==> config.mk <==
export PLATFORM = sky130hd
export DESIGN_NAME = divider_phase_delay_select
export DESIGN_NICKNAME = d
export VERILOG_FILES = /design/src/rtl/clock_select_pkg.sv /design/src/rtl/divider_link_if.sv /design/src/rtl/divider_phase_delay_select.sv /design/src/rtl/divider_channel.sv
export SDC_FILE = /design/constraint.sdc
export NUM_CORES = 1
export LEC_CHECK = 0
export ABC_AREA = 0
export BUFFER_PORTS_ARGS = -buffer_cell sky130_fd_sc_hd__buf_2
export CORE_ASPECT_RATIO = 1.1
export CORE_UTILIZATION = 64
export DETAILED_ROUTE_END_ITERATION = 10
export PLACE_DENSITY = 0.79
export SLEW_MARGIN = 20
export SYNTH_ARGS = -nofsm -noshare
export SYNTH_HDL_FRONTEND = slang
export SYNTH_SLANG_ARGS = --single-unit
==> constraint.sdc <==
create_clock -name clk -period 40.2 [get_ports clk]
set_input_delay 6.03 -clock clk [delete_from_list [all_inputs] [get_ports clk]]
set_output_delay 6.03 -clock clk [all_outputs]
set_load 0.03 [all_outputs]
==> src/rtl/clock_select_pkg.sv <==
package clock_select_pkg;

    localparam int unsigned DIV_W       = 6;
    localparam int unsigned PHASE_W     = 4;
    localparam int unsigned LEVEL_W     = 3;
    localparam int unsigned INDEX_W     = 2;
    localparam int unsigned DELAY_PS_W  = 14;
    localparam int unsigned FINE_SHIFT  = 4;
    localparam int unsigned PHASE_STEPS = 16;

    localparam logic [DIV_W-1:0]   DIVIDE_BYPASS = 6'h01;
    localparam logic [PHASE_W-1:0] MAX_PHASE     = 4'hf;

    // strap level indices
    localparam logic [INDEX_W-1:0] LEVEL_GND      = 2'h0;
    localparam logic [INDEX_W-1:0] LEVEL_THIRD    = 2'h1;
    localparam logic [INDEX_W-1:0] LEVEL_TWOTHIRD = 2'h2;
    localparam logic [INDEX_W-1:0] LEVEL_FULL     = 2'h3;

    // full-scale delay ranges, picosecond
    localparam logic [DELAY_PS_W-1:0] FS_SHORT_PS = 14'h05dc;
    localparam logic [DELAY_PS_W-1:0] FS_MID_PS   = 14'h1388;
    localparam logic [DELAY_PS_W-1:0] FS_LONG_PS  = 14'h2710;

    // thermometer comparator word to level index; counting ones tolerates bubbles
    function automatic logic [INDEX_W-1:0] strap_index(input logic [LEVEL_W-1:0] thermo);
        logic [INDEX_W-1:0] n;
        n = '0;
        for (int i = 0; i < int'(LEVEL_W); i++)
        begin
            n = n + INDEX_W'(thermo[i]);
        end
        return n;
    endfunction : strap_index

endpackage : clock_select_pkg

==> src/rtl/divider_link_if.sv <==
`timescale 1ns/1ps
interface divider_link_if;
    import clock_select_pkg::*;
    logic [DIV_W-1:0]   divide;
    logic [PHASE_W-1:0] phase;
    logic               start_high;
    logic               enable;
    logic               sync_pulse;
    logic               clk_out;
    logic               clk_out_n;
    logic               powered_down;

    modport cfg  (output divide, phase, start_high, enable, sync_pulse,
                  input  clk_out, clk_out_n, powered_down);
    modport chan (input  divide, phase, start_high, enable, sync_pulse,
                  output clk_out, clk_out_n, powered_down);
endinterface : divider_link_if

==> src/rtl/divider_phase_delay_select.sv <==
`timescale 1ns/1ps
//
// Overview of operation
// select strap picks phased output: secondary, primary, secondary high, primary high.
// phase code equals low strap index plus four times high strap index.
// after sync, each divider waits its offset in input cycles before first edge.
// offset equal to divide ratio aligns exactly like zero offset.
// unique offsets lie below the divide ratio; offset never exceeds fifteen.
// nonzero ratio-table phase overrides the strap phase code.
// nonzero delay-mode strap turns secondary target into fine delay instead.
// fine delay equals full scale times code over sixteen.
// full scale is 1.5 ns, 5 ns or 10 ns.
// configurer keeps delay below half the output period.
// delay-mode strap at zero bypasses and powers down the delay element.
// divide-by-one divider is bypassed and powered down.
// an output set off powers down with its divider.
// single-ended mode drives true clock and inverted copy on secondary pair.
// four-level strap decodes to index 0, 1, 2, 3 from ground upward.
// start-high option makes phased output begin high after sync.
module divider_phase_delay_select
    import clock_select_pkg::*;
#(
    parameter int unsigned MAX_DIVIDE = 32
)
(
    input  wire logic                  clk,
    input  wire logic                  rst,
    input  wire logic                  sync_request,
    input  wire logic [LEVEL_W-1:0]    delay_mode_strap,
    input  wire logic [LEVEL_W-1:0]    phase_target_strap,
    input  wire logic [LEVEL_W-1:0]    phase_code_low_strap,
    input  wire logic [LEVEL_W-1:0]    phase_code_high_strap,
    input  wire logic [DIV_W-1:0]      primary_divide,
    input  wire logic [PHASE_W-1:0]    primary_table_phase,
    input  wire logic                  primary_off,
    input  wire logic [DIV_W-1:0]      secondary_divide,
    input  wire logic [PHASE_W-1:0]    secondary_table_phase,
    input  wire logic                  secondary_off,
    input  wire logic                  single_ended_mode,
    output logic                       primary_clock_out,
    output logic                       primary_divider_down,
    output logic                       primary_bypass,
    output logic                       secondary_clock_out,
    output logic                       secondary_clock_out_comp,
    output logic                       secondary_divider_down,
    output logic                       secondary_bypass,
    output logic                       secondary_single_ended,
    output logic                       delay_bypass,
    output logic [PHASE_W-1:0]         delay_step,
    output logic [DELAY_PS_W-1:0]      delay_full_scale_ps,
    output logic [DELAY_PS_W-1:0]      delay_ps
);

    localparam int unsigned PIN_W = 1 + 4 * LEVEL_W + 2 * (DIV_W + PHASE_W + 1) + 1;

    if (MAX_DIVIDE < 2 || MAX_DIVIDE > (2 ** DIV_W) - 1)
    begin : g_bad_divide
        $error("MAX_DIVIDE outside the range the divider counter can serve");
    end

    typedef struct packed {
        logic [PIN_W-1:0]      meta;
        logic [PIN_W-1:0]      pins;
        logic                  sync_prev;
        logic [DIV_W-1:0]      p_div;
        logic [PHASE_W-1:0]    p_phase;
        logic                  p_high;
        logic                  p_en;
        logic [DIV_W-1:0]      s_div;
        logic [PHASE_W-1:0]    s_phase;
        logic                  s_high;
        logic                  s_en;
        logic                  p_byp;
        logic                  s_byp;
        logic                  se;
        logic                  d_byp;
        logic [PHASE_W-1:0]    d_step;
        logic [DELAY_PS_W-1:0] fs_ps;
        logic [DELAY_PS_W-1:0] d_ps;
    } top_reg_type;

    top_reg_type q;
    top_reg_type d;

    logic [PIN_W-1:0]       pins_raw;
    logic                   sync_s;
    logic [INDEX_W-1:0]     mode_idx;
    logic [INDEX_W-1:0]     target_idx;
    logic [PHASE_W-1:0]     code;
    logic [DIV_W-1:0]       p_div_s;
    logic [DIV_W-1:0]       s_div_s;
    logic [PHASE_W-1:0]     p_tab_s;
    logic [PHASE_W-1:0]     s_tab_s;
    logic                   p_off_s;
    logic                   s_off_s;
    logic                   se_s;
    logic                   p_target;
    logic                   s_target;
    logic [2*DELAY_PS_W-1:0] product;

    assign pins_raw = {sync_request, delay_mode_strap, phase_target_strap,
                       phase_code_low_strap, phase_code_high_strap,
                       primary_divide, primary_table_phase, primary_off,
                       secondary_divide, secondary_table_phase, secondary_off,
                       single_ended_mode};

    // all fields read only from the second synchroniser stage
    assign {sync_s, mode_idx, target_idx, code, p_div_s, p_tab_s, p_off_s,
            s_div_s, s_tab_s, s_off_s, se_s} =
           {q.pins[PIN_W-1],
            strap_index(q.pins[PIN_W-2 -: LEVEL_W]),
            strap_index(q.pins[PIN_W-2-LEVEL_W -: LEVEL_W]),
            strap_index(q.pins[PIN_W-2-3*LEVEL_W -: LEVEL_W]),
            strap_index(q.pins[PIN_W-2-2*LEVEL_W -: LEVEL_W]),
            q.pins[PIN_W-2-4*LEVEL_W:0]};

    // primary phased only for the one-third and full levels
    assign p_target = target_idx[0];
    assign s_target = !target_idx[0];
    assign product  = (2*DELAY_PS_W)'(q.fs_ps) * (2*DELAY_PS_W)'(q.d_step);

    always_comb
    begin
        d           = q;
        d.meta      = pins_raw;
        d.pins      = q.meta;
        d.sync_prev = sync_s;
        d.p_div     = p_div_s;
        d.s_div     = s_div_s;
        d.p_en      = !p_off_s && p_div_s != '0 && p_div_s <= DIV_W'(MAX_DIVIDE);
        d.s_en      = !s_off_s && s_div_s != '0 && s_div_s <= DIV_W'(MAX_DIVIDE);
        d.p_byp     = d.p_en && p_div_s == DIVIDE_BYPASS;
        d.s_byp     = d.s_en && s_div_s == DIVIDE_BYPASS;
        d.p_high    = p_target && target_idx[1];
        d.s_high    = s_target && target_idx[1];
        d.se        = se_s;
        d.d_byp     = mode_idx == LEVEL_GND;
        d.p_phase   = (p_target && p_tab_s == '0) ? code : p_tab_s;
        d.s_phase   = (s_target && d.d_byp && s_tab_s == '0) ? code : s_tab_s;
        d.d_step    = (s_target && !d.d_byp && d.s_en) ? code : '0;
        unique case (mode_idx)
            LEVEL_GND:      d.fs_ps = '0;
            LEVEL_THIRD:    d.fs_ps = FS_SHORT_PS;
            LEVEL_TWOTHIRD: d.fs_ps = FS_MID_PS;
            LEVEL_FULL:     d.fs_ps = FS_LONG_PS;
        endcase
        d.d_ps      = product[FINE_SHIFT +: DELAY_PS_W];
    end

    always_ff @(posedge clk)
    begin
        if (rst)
        begin
            q <= '0;
        end
        else
        begin
            q <= d;
        end
    end

    divider_link_if prim_link ();
    divider_link_if sec_link ();

    assign prim_link.divide     = q.p_div;
    assign prim_link.phase      = q.p_phase;
    assign prim_link.start_high = q.p_high;
    assign prim_link.enable     = q.p_en;
    assign prim_link.sync_pulse = sync_s && !q.sync_prev;
    assign sec_link.divide      = q.s_div;
    assign sec_link.phase       = q.s_phase;
    assign sec_link.start_high  = q.s_high;
    assign sec_link.enable      = q.s_en;
    assign sec_link.sync_pulse  = sync_s && !q.sync_prev;

    divider_channel u_primary (
        .clk  (clk),
        .rst  (rst),
        .link (prim_link.chan)
    );

    divider_channel u_secondary (
        .clk  (clk),
        .rst  (rst),
        .link (sec_link.chan)
    );

    // bypassed path is an analog mux outside; the divider output idles low then
    assign primary_clock_out        = prim_link.clk_out;
    assign primary_divider_down     = prim_link.powered_down;
    assign primary_bypass           = q.p_byp;
    assign secondary_clock_out      = sec_link.clk_out;
    assign secondary_clock_out_comp = sec_link.clk_out_n;
    assign secondary_divider_down   = sec_link.powered_down;
    assign secondary_bypass         = q.s_byp;
    assign secondary_single_ended   = q.se;
    assign delay_bypass             = q.d_byp;
    assign delay_step               = q.d_step;
    assign delay_full_scale_ps      = q.fs_ps;
    assign delay_ps                 = q.d_ps;
endmodule : divider_phase_delay_select

==> src/rtl/divider_channel.sv <==
`timescale 1ns/1ps
module divider_channel
    import clock_select_pkg::*;
(
    input wire logic     clk,
    input wire logic     rst,
    divider_link_if.chan link
);

    typedef enum logic [1:0] {ST_IDLE, ST_WAIT, ST_RUN} chan_state_type;

    typedef struct packed {
        chan_state_type   st;
        logic [DIV_W-1:0] cnt;
        logic             out;
        logic             out_n;
        logic             pd;
    } chan_reg_type;

    localparam chan_reg_type CHAN_RESET = '{st: ST_IDLE, cnt: '0, out: 1'b0, out_n: 1'b0,
                                            pd: 1'b1};

    chan_reg_type     q;
    chan_reg_type     d;
    logic             active;
    logic [DIV_W-1:0] eff_phase;

    // offset folded into one period so phase == divide aligns like zero
    function automatic logic [DIV_W-1:0] phase_mod(input logic [PHASE_W-1:0] ph,
                                                   input logic [DIV_W-1:0]   dv);
        logic [DIV_W-1:0] r;
        r = DIV_W'(ph);
        for (int i = 0; i < int'(PHASE_STEPS); i++)
        begin
            if (dv != '0 && r >= dv)
            begin
                r = r - dv;
            end
        end
        return r;
    endfunction : phase_mod

    // odd ratios give the shorter half to the high time
    function automatic logic [DIV_W-1:0] seg_last(input logic lvl, input logic [DIV_W-1:0] dv);
        logic [DIV_W-1:0] hi;
        hi = dv >> 1;
        return lvl ? (hi - DIV_W'(1)) : (dv - hi - DIV_W'(1));
    endfunction : seg_last

    assign active    = link.enable && (link.divide > DIVIDE_BYPASS);
    assign eff_phase = phase_mod(link.phase, link.divide);

    always_comb
    begin
        d = q;
        if (!active)
        begin
            d = CHAN_RESET;
        end
        else if (link.sync_pulse)
        begin
            d.st    = ST_WAIT;
            d.cnt   = eff_phase;
            d.out   = link.start_high;
            d.out_n = ~link.start_high;
            d.pd    = 1'b0;
        end
        else
        begin
            d.pd = 1'b0;
            unique case (q.st)
                ST_IDLE:
                begin
                    d.out   = link.start_high;
                    d.out_n = ~link.start_high;
                end
                ST_WAIT, ST_RUN:
                begin
                    if (q.cnt == '0)
                    begin
                        d.st    = ST_RUN;
                        d.out   = ~q.out;
                        d.out_n = q.out;
                        d.cnt   = seg_last(~q.out, link.divide);
                    end
                    else
                    begin
                        d.cnt = q.cnt - DIV_W'(1);
                    end
                end
            endcase
        end
    end

    always_ff @(posedge clk)
    begin
        if (rst)
        begin
            q <= CHAN_RESET;
        end
        else
        begin
            q <= d;
        end
    end

    assign link.clk_out      = q.out;
    assign link.clk_out_n    = q.out_n;
    assign link.powered_down = q.pd;
endmodule : divider_channel

==> impl_metrics.env, run 1 <==
export IMPL_grt_remaining_overflow=0
export IMPL_synthMuxAreaShare=0.04072
export IMPL_final_hold_vios=0
export IMPL_fill_cell_count=2193
export IMPL_synthXorXnorAreaFrac=0.05048
export IMPL_die_area_um2=28320
export IMPL_max_slew_worst_pin_slew_ns=1.100
export IMPL_combinational_family_with_the_most_area_after_synthesis="compound AO/OA/AOI/OAI gates"
export IMPL_clock_tree_htree_level_count=4
export IMPL_critical_path_type="register to register"
export IMPL_worstPathRequired_ns=40.52
export IMPL_core_area_um2=27040
export IMPL_cpMaxStageDelayCell="sky130_fd_sc_hd__a21oi_1"
export IMPL_final_layout_size_suffix_gt1_frac=0.09473
export IMPL_floorplan_die_width_um=160.6
export IMPL_maxcap_violations=0
export IMPL_dpl_hpwl_mm=34.93
export IMPL_clkLatencyLatePin_ns=0.42
export IMPL_synth_top_cell_area_share=0.1718
export IMPL_initial_utilization=0.6545
export IMPL_finalSetupViolCount=0
export IMPL_crit_arrival_ns=34.31
export IMPL_synthesis_instances=2206
export IMPL_dr_total_vias=16398
export IMPL_yosys_most_used_dff="sky130_fd_sc_hd__dfxtp_1"
export IMPL_tritoncts="done"
export IMPL_rows=63
export IMPL_first_global_vias=16013
export IMPL_hold_fix_buffers_at_cts=0
export IMPL_report_final_slew_viol_count=0
export IMPL_final_period_utilization=0.8454
export IMPL_final_replace_weighted_congestion=0.9407
export IMPL_antenna_cells=0
export IMPL_avgSynthCellArea_um2=8.022
export IMPL_synthDistinctLibCells=87
export IMPL_num_nets_final=2577
export IMPL_synth_ff_latch_count=147
export IMPL_clock_sink_total=147
export IMPL_synthAdderAreaFrac=0.2284
export IMPL_wl_per_cell_um=17.49
export IMPL_synth_commonest_cells="sky130_fd_sc_hd__ha_1, sky130_fd_sc_hd__nor2_1, sky130_fd_sc_hd__nor2b_1"
export IMPL_global_route_usage_total=0.3218
export IMPL_area_growth_synth_to_final_pct=6.950
export IMPL_area_of_combinational_cells_with_multiple_inputs_um2=13790
export IMPL_netlist_top_cells_area="sky130_fd_sc_hd__ha_1, sky130_fd_sc_hd__dfxtp_1, sky130_fd_sc_hd__nor2b_1"
export IMPL_grt_setup_unrepaired="no"
export IMPL_via_density_per_instance=6.268
export IMPL_worst_r2r_setup_slack_ns=6.22
export IMPL_drcViolationCount=0
export IMPL_timing_critical_path_slowest_cell_delay_ns=0.85
export IMPL_grt_antenna_before_repair=0
export IMPL_cts_setup_buffers=0
export IMPL_yosysMostFrequentCell="sky130_fd_sc_hd__ha_1"
export IMPL_port_buffers=74
export IMPL_synth_yosys_warnings=0
export IMPL_height_of_the_die_um=176.4
export IMPL_critical_path_top_cell_by_count="sky130_fd_sc_hd__ha_1"
export IMPL_asyncSetResetFlopFracSynth=0
export IMPL_cts_root_buffer_cell="sky130_fd_sc_hd__clkbuf_16"
export IMPL_grt_first_pass_wirelength_mm=75.10
export IMPL_route_antenna_remaining_nets=0
export IMPL_clock_skew_ns=0.01742
export IMPL_hold_worst_slack_ns=0.4308
export IMPL_worst_setup_hold_path_clk_slew_ns=0.07
export IMPL_tritoncts_num_buffers=17
export IMPL_finalSetupTns_ns=0
export IMPL_detail_route_wirelength_mm=45.74
export IMPL_synth_cell_area_um2=17700
export IMPL_max_slew_margin_rel=0.2666
export IMPL_worst_hold_path_type="register to register"
export IMPL_status="complete, no violations"
export IMPL_number_of_synthesized_flops_with_an_enable_pin=0
export IMPL_seq_area_frac_synth=0.1663
export IMPL_sequential_cell_area_um2=2943
export IMPL_ctsResizeCount=0
export IMPL_fmax_ghz=0.02943
export IMPL_critPathLaunchType="register"
export IMPL_synth_largest_area_cell="sky130_fd_sc_hd__ha_1"
export IMPL_detail_route_iter0_violations=1206
export IMPL_cts_max_path_buffers=2
export IMPL_period_minus_slack_ns=33.98
export IMPL_synth_compound_area_frac=0.2492
export IMPL_drt_pre_antenna_iters=6
export IMPL_endpoint_kind="register"
export IMPL_grt_max_degree=120
export IMPL_top_level_ports=79
export IMPL_synth_simple_gate_area_frac=0.2089
export IMPL_crit_fanout=21
-- sequential cells by signal, summed over array words and instances, names as in the netlist, 4 cells and up --
signal,cells
u_primary.q,8
sec_link.phase,4
delay_full_scale_ps,7
sec_link.divide,6
prim_link.divide,6
delay_step,4
q,18
delay_ps,14
d,50
prim_link.phase,4
p_tab_s,4
u_secondary.q,8
-- cell type report --
cell class                      instances  share of cell area
Sequential cell                       147              0.1555
Tap cell                              357             0.02360
Multi-Input combinational cell       1831              0.7284
Timing Repair Buffer                   98             0.02942
Inverter                              151             0.02995
Clock buffer                           17             0.02248
Clock inverter                         15             0.01071
-- worst paths after layout --
check / startpoint / to / cells past startpoint
hold reg to reg: q[62] / secondary_bypass / 1
setup / recovery: sec_link.divide[4] / u_secondary.q[3] / 132
hold / removal: q[62] / secondary_bypass / 1
setup reg to reg: sec_link.divide[4] / u_secondary.q[3] / 132
-- layout by cell type, fill, tap and decap left out, types with 18 or more instances in the layout --
master and n:
sky130_fd_sc_hd__a211oi_1 18, sky130_fd_sc_hd__a21boi_0 29, sky130_fd_sc_hd__a21o_1 33, sky130_fd_sc_hd__a21oi_1 105
sky130_fd_sc_hd__a31oi_1 49, sky130_fd_sc_hd__and2_1 37, sky130_fd_sc_hd__and3_1 30, sky130_fd_sc_hd__buf_2 73
sky130_fd_sc_hd__buf_4 24, sky130_fd_sc_hd__dfxtp_1 147, sky130_fd_sc_hd__fa_1 50, sky130_fd_sc_hd__ha_1 243
sky130_fd_sc_hd__inv_1 150, sky130_fd_sc_hd__mux2_2 37, sky130_fd_sc_hd__mux2i_1 29, sky130_fd_sc_hd__nand2_1 138
sky130_fd_sc_hd__nand2b_1 39, sky130_fd_sc_hd__nand3_1 24, sky130_fd_sc_hd__nor2_1 175, sky130_fd_sc_hd__nor2b_1 162
sky130_fd_sc_hd__nor3_1 48, sky130_fd_sc_hd__o211ai_1 27, sky130_fd_sc_hd__o21a_1 55, sky130_fd_sc_hd__o21ai_0 136
sky130_fd_sc_hd__o31a_1 24, sky130_fd_sc_hd__o31ai_1 20, sky130_fd_sc_hd__xnor2_1 68, sky130_fd_sc_hd__xor2_1 34
-- critical path: cells and delay by family, from the launching register on --
family          cells  cell delay [ns]
simple gates       28             5.41
flops               1             0.41
buf+inv            16             2.55
mux                 6             2.24
compound gates     59            16.36
fa+ha+maj          23             6.87
-- cells by family (layout without fill, tap and decap cells) --
kind of cell / after synthesis / in the layout
xor+xnor: 102 / 102
buf+inv: 231 / 281
flops: 147 / 147
mux: 67 / 67
fa+ha+maj: 293 / 293
other cells: 1 / 4
simple gates: 723 / 723
compound gates: 642 / 642
-- through the flow --
step | instances | util | worst slack [ns] | instance area, um^2
2_1_floorplan | 2209 | - | 10.68 | 17710
3_3_place_gp | 2584 | 0.6763 | 6.434 | 18290
3_5_place_dp | 2584 | 0.6767 | 6.571 | 18300
4_1_cts | 2616 | 0.6999 | 6.493 | 18920
5_1_grt | 2616 | 0.7000 | 3.737 | 18930
6_report | 2616 | 0.7000 | 6.216 | 18930
-- layer usage --
layer	routed length, um	track usage	vias to the layer above
met5	0	0	-
met4	1671	0.1480	0
met3	2343	0.04510	144
met2	22100	0.5664	526
met1	19630	0.3866	7710
li1	-	-	8018
Power of run 1 is not shown: default switching activity piles up to over one toggle a cycle in this logic, so the estimate is an artifact.
==> run 2, diff against run 1 <==
--- a/config.mk
+++ b/config.mk
@@ -8,9 +8,9 @@
 export ABC_AREA = 0
 export BUFFER_PORTS_ARGS = -buffer_cell sky130_fd_sc_hd__buf_2
 export CORE_ASPECT_RATIO = 1.1
-export CORE_UTILIZATION = 64
+export CORE_UTILIZATION = 58
 export DETAILED_ROUTE_END_ITERATION = 10
-export PLACE_DENSITY = 0.79
+export PLACE_DENSITY = 0.76
 export SLEW_MARGIN = 20
 export SYNTH_ARGS = -nofsm -noshare
 export SYNTH_HDL_FRONTEND = slang
==> constraint.sdc (replaced) <==
create_clock -name clk -period 27.9 [get_ports clk]
set_input_delay 4.185 -clock clk [delete_from_list [all_inputs] [get_ports clk]]
set_output_delay 4.185 -clock clk [all_outputs]
set_load 0.03 [all_outputs]
==> impl_metrics.env, run 2 (synthesis gave the netlist of run 1 again) <==
export IMPL_endpoint_kind="register"
export IMPL_clock_tree_htree_level_count=4
export IMPL_first_global_vias=16889
export IMPL_layout_cells_non_filler=2868
export IMPL_critPathLaunchType="register"
export IMPL_crit_fanout=8
export IMPL_tritoncts_num_buffers=17
export IMPL_crit_arrival_ns=27.22
export IMPL_final_replace_weighted_congestion=0.9593
export IMPL_period_minus_slack_ns=26.91
export IMPL_final_hold_vios=0
export IMPL_grt_first_pass_wirelength_mm=79.51
export IMPL_wl_per_cell_um=17.77
export IMPL_max_slew_margin_rel=0.3388
export IMPL_final_layout_size_suffix_gt1_frac=0.2341
export IMPL_max_slew_worst_pin_slew_ns=0.9897
export IMPL_largest_register_ff_count=50
export IMPL_detail_route_wirelength_mm=50.96
export IMPL_rows=66
export IMPL_global_route_usage_total=0.3095
export IMPL_core_area_um2=29810
export IMPL_timing_critical_path_slowest_cell_delay_ns=0.42
export IMPL_report_final_slew_viol_count=0
export IMPL_num_nets_final=2778
export IMPL_via_density_per_instance=6.115
export IMPL_tritoncts="done"
export IMPL_maxcap_violations=0
export IMPL_floorplan_die_width_um=168.5
export IMPL_top_level_ports=79
export IMPL_clock_sink_total=147
export IMPL_port_buffers=74
export IMPL_finalSetupViolCount=0
export IMPL_sequential_cell_area_um2=2952
export IMPL_area_growth_synth_to_final_pct=21.36
export IMPL_placed_cells=2753
export IMPL_dpl_hpwl_mm=37.09
export IMPL_grt_met1_usage=0.3558
export IMPL_grt_remaining_overflow=0
export IMPL_worstPathRequired_ns=28.21
export IMPL_die_area_um2=31210
export IMPL_drcViolationCount=0
export IMPL_initial_utilization=0.5936
export IMPL_hold_fix_buffers_at_cts=0
export IMPL_worst_hold_path_type="register to register"
export IMPL_leading_cell_type_in_the_layout_fill_and_taps_excluded="sky130_fd_sc_hd__ha_1"
export IMPL_worst_setup_hold_path_clk_slew_ns=0.07
export IMPL_cts_root_buffer_cell="sky130_fd_sc_hd__clkbuf_16"
export IMPL_area_of_combinational_cells_with_multiple_inputs_um2=14730
export IMPL_gr_usage_met2=0.5658
export IMPL_cts_max_path_buffers=2
export IMPL_fill_cell_count=2269
export IMPL_fmax_ghz=0.03716
export IMPL_cpMaxStageDelayCell="sky130_fd_sc_hd__fa_1"
export IMPL_grt_max_degree=69
export IMPL_status="complete, no violations"
export IMPL_dr_total_vias=17539
export IMPL_route_antenna_remaining_nets=0
export IMPL_height_of_the_die_um=185.2
export IMPL_final_period_utilization=0.9646
export IMPL_grt_util_met3=0.03547
export IMPL_drt_pre_antenna_iters=6
export IMPL_fin_util=0.7204
export IMPL_detail_route_iter0_violations=1276
export IMPL_grt_antenna_before_repair=0
export IMPL_clock_skew_ns=0.01100
export IMPL_final_cell_mix="sky130_fd_sc_hd__ha_1, sky130_fd_sc_hd__buf_4, sky130_fd_sc_hd__nor2_1, sky130_fd_sc_hd__nor2b_1, sky130_fd_sc_hd__inv_1"
export IMPL_clkLatencyLatePin_ns=0.43
export IMPL_hold_worst_slack_ns=0.4287
export IMPL_critical_path_type="register to register"
export IMPL_antenna_cells=0
export IMPL_grt_most_used_layer="met2"
==> run 2: per-stage QoR <==
stage          instance area [um^2]  setup WS (ns)  setup TNS, ns
6_report                      21480         0.9871              0
5_1_grt                       21480        -0.3937         -3.192
4_1_cts                       20190        0.01892              0
3_5_place_dp                  19330         -1.509         -13.78
3_3_place_gp                  19330         -1.212         -6.468
2_1_floorplan                 17790        0.04931              0
==> run 2: metal layers <==
| layer | routed length [um] | part of all wire |
|---|---|---|
| met1 | 20790 | 0.41 |
| met2 | 25380 | 0.50 |
| met3 | 2464 | 0.048 |
| met4 | 2321 | 0.046 |
| met5 | 0 | 0 |
==> run 2: critical path, delay by kind of cell (launching register included) <==
kind | cells | cell delay (ns)
buffers and inverters | 22 | 2.82
flip-flops | 1 | 0.35
multiplexers | 5 | 1.36
adder cells (fa/ha/maj) | 22 | 5.84
AO/OA/AOI/OAI | 60 | 12.64
AND/OR/NAND/NOR | 29 | 3.81
==> run 2: worst paths after layout <==
check	start	to	slack [ns]	cells after the start
setup / recovery	sec_link.phase[0]	u_secondary.q[4]	0.99	138
hold / removal	q[62]	secondary_bypass	0.43	1
setup reg to reg	sec_link.phase[0]	u_secondary.q[4]	0.99	138
hold reg to reg	q[62]	secondary_bypass	0.43	1
==> run 2: final cells by class <==
type                    count  area share
flip-flops and latches    147      0.1374
inverters                 151     0.02692
clock buffers              18     0.02045
well taps                 408     0.02377
clock inverters            14    0.007282
multi-input cells        1832      0.6860
repair buffers            298     0.09811
==> run 2: repair_timing <==
item | CTS | global route
setup endpoints to repair | 12 | 12
pin swaps | 10 | 67
resized for setup | 43 | 205
setup buffers | 11 | 68
cloned | 1 | 3
Power of run 2 is left out for the same reason.
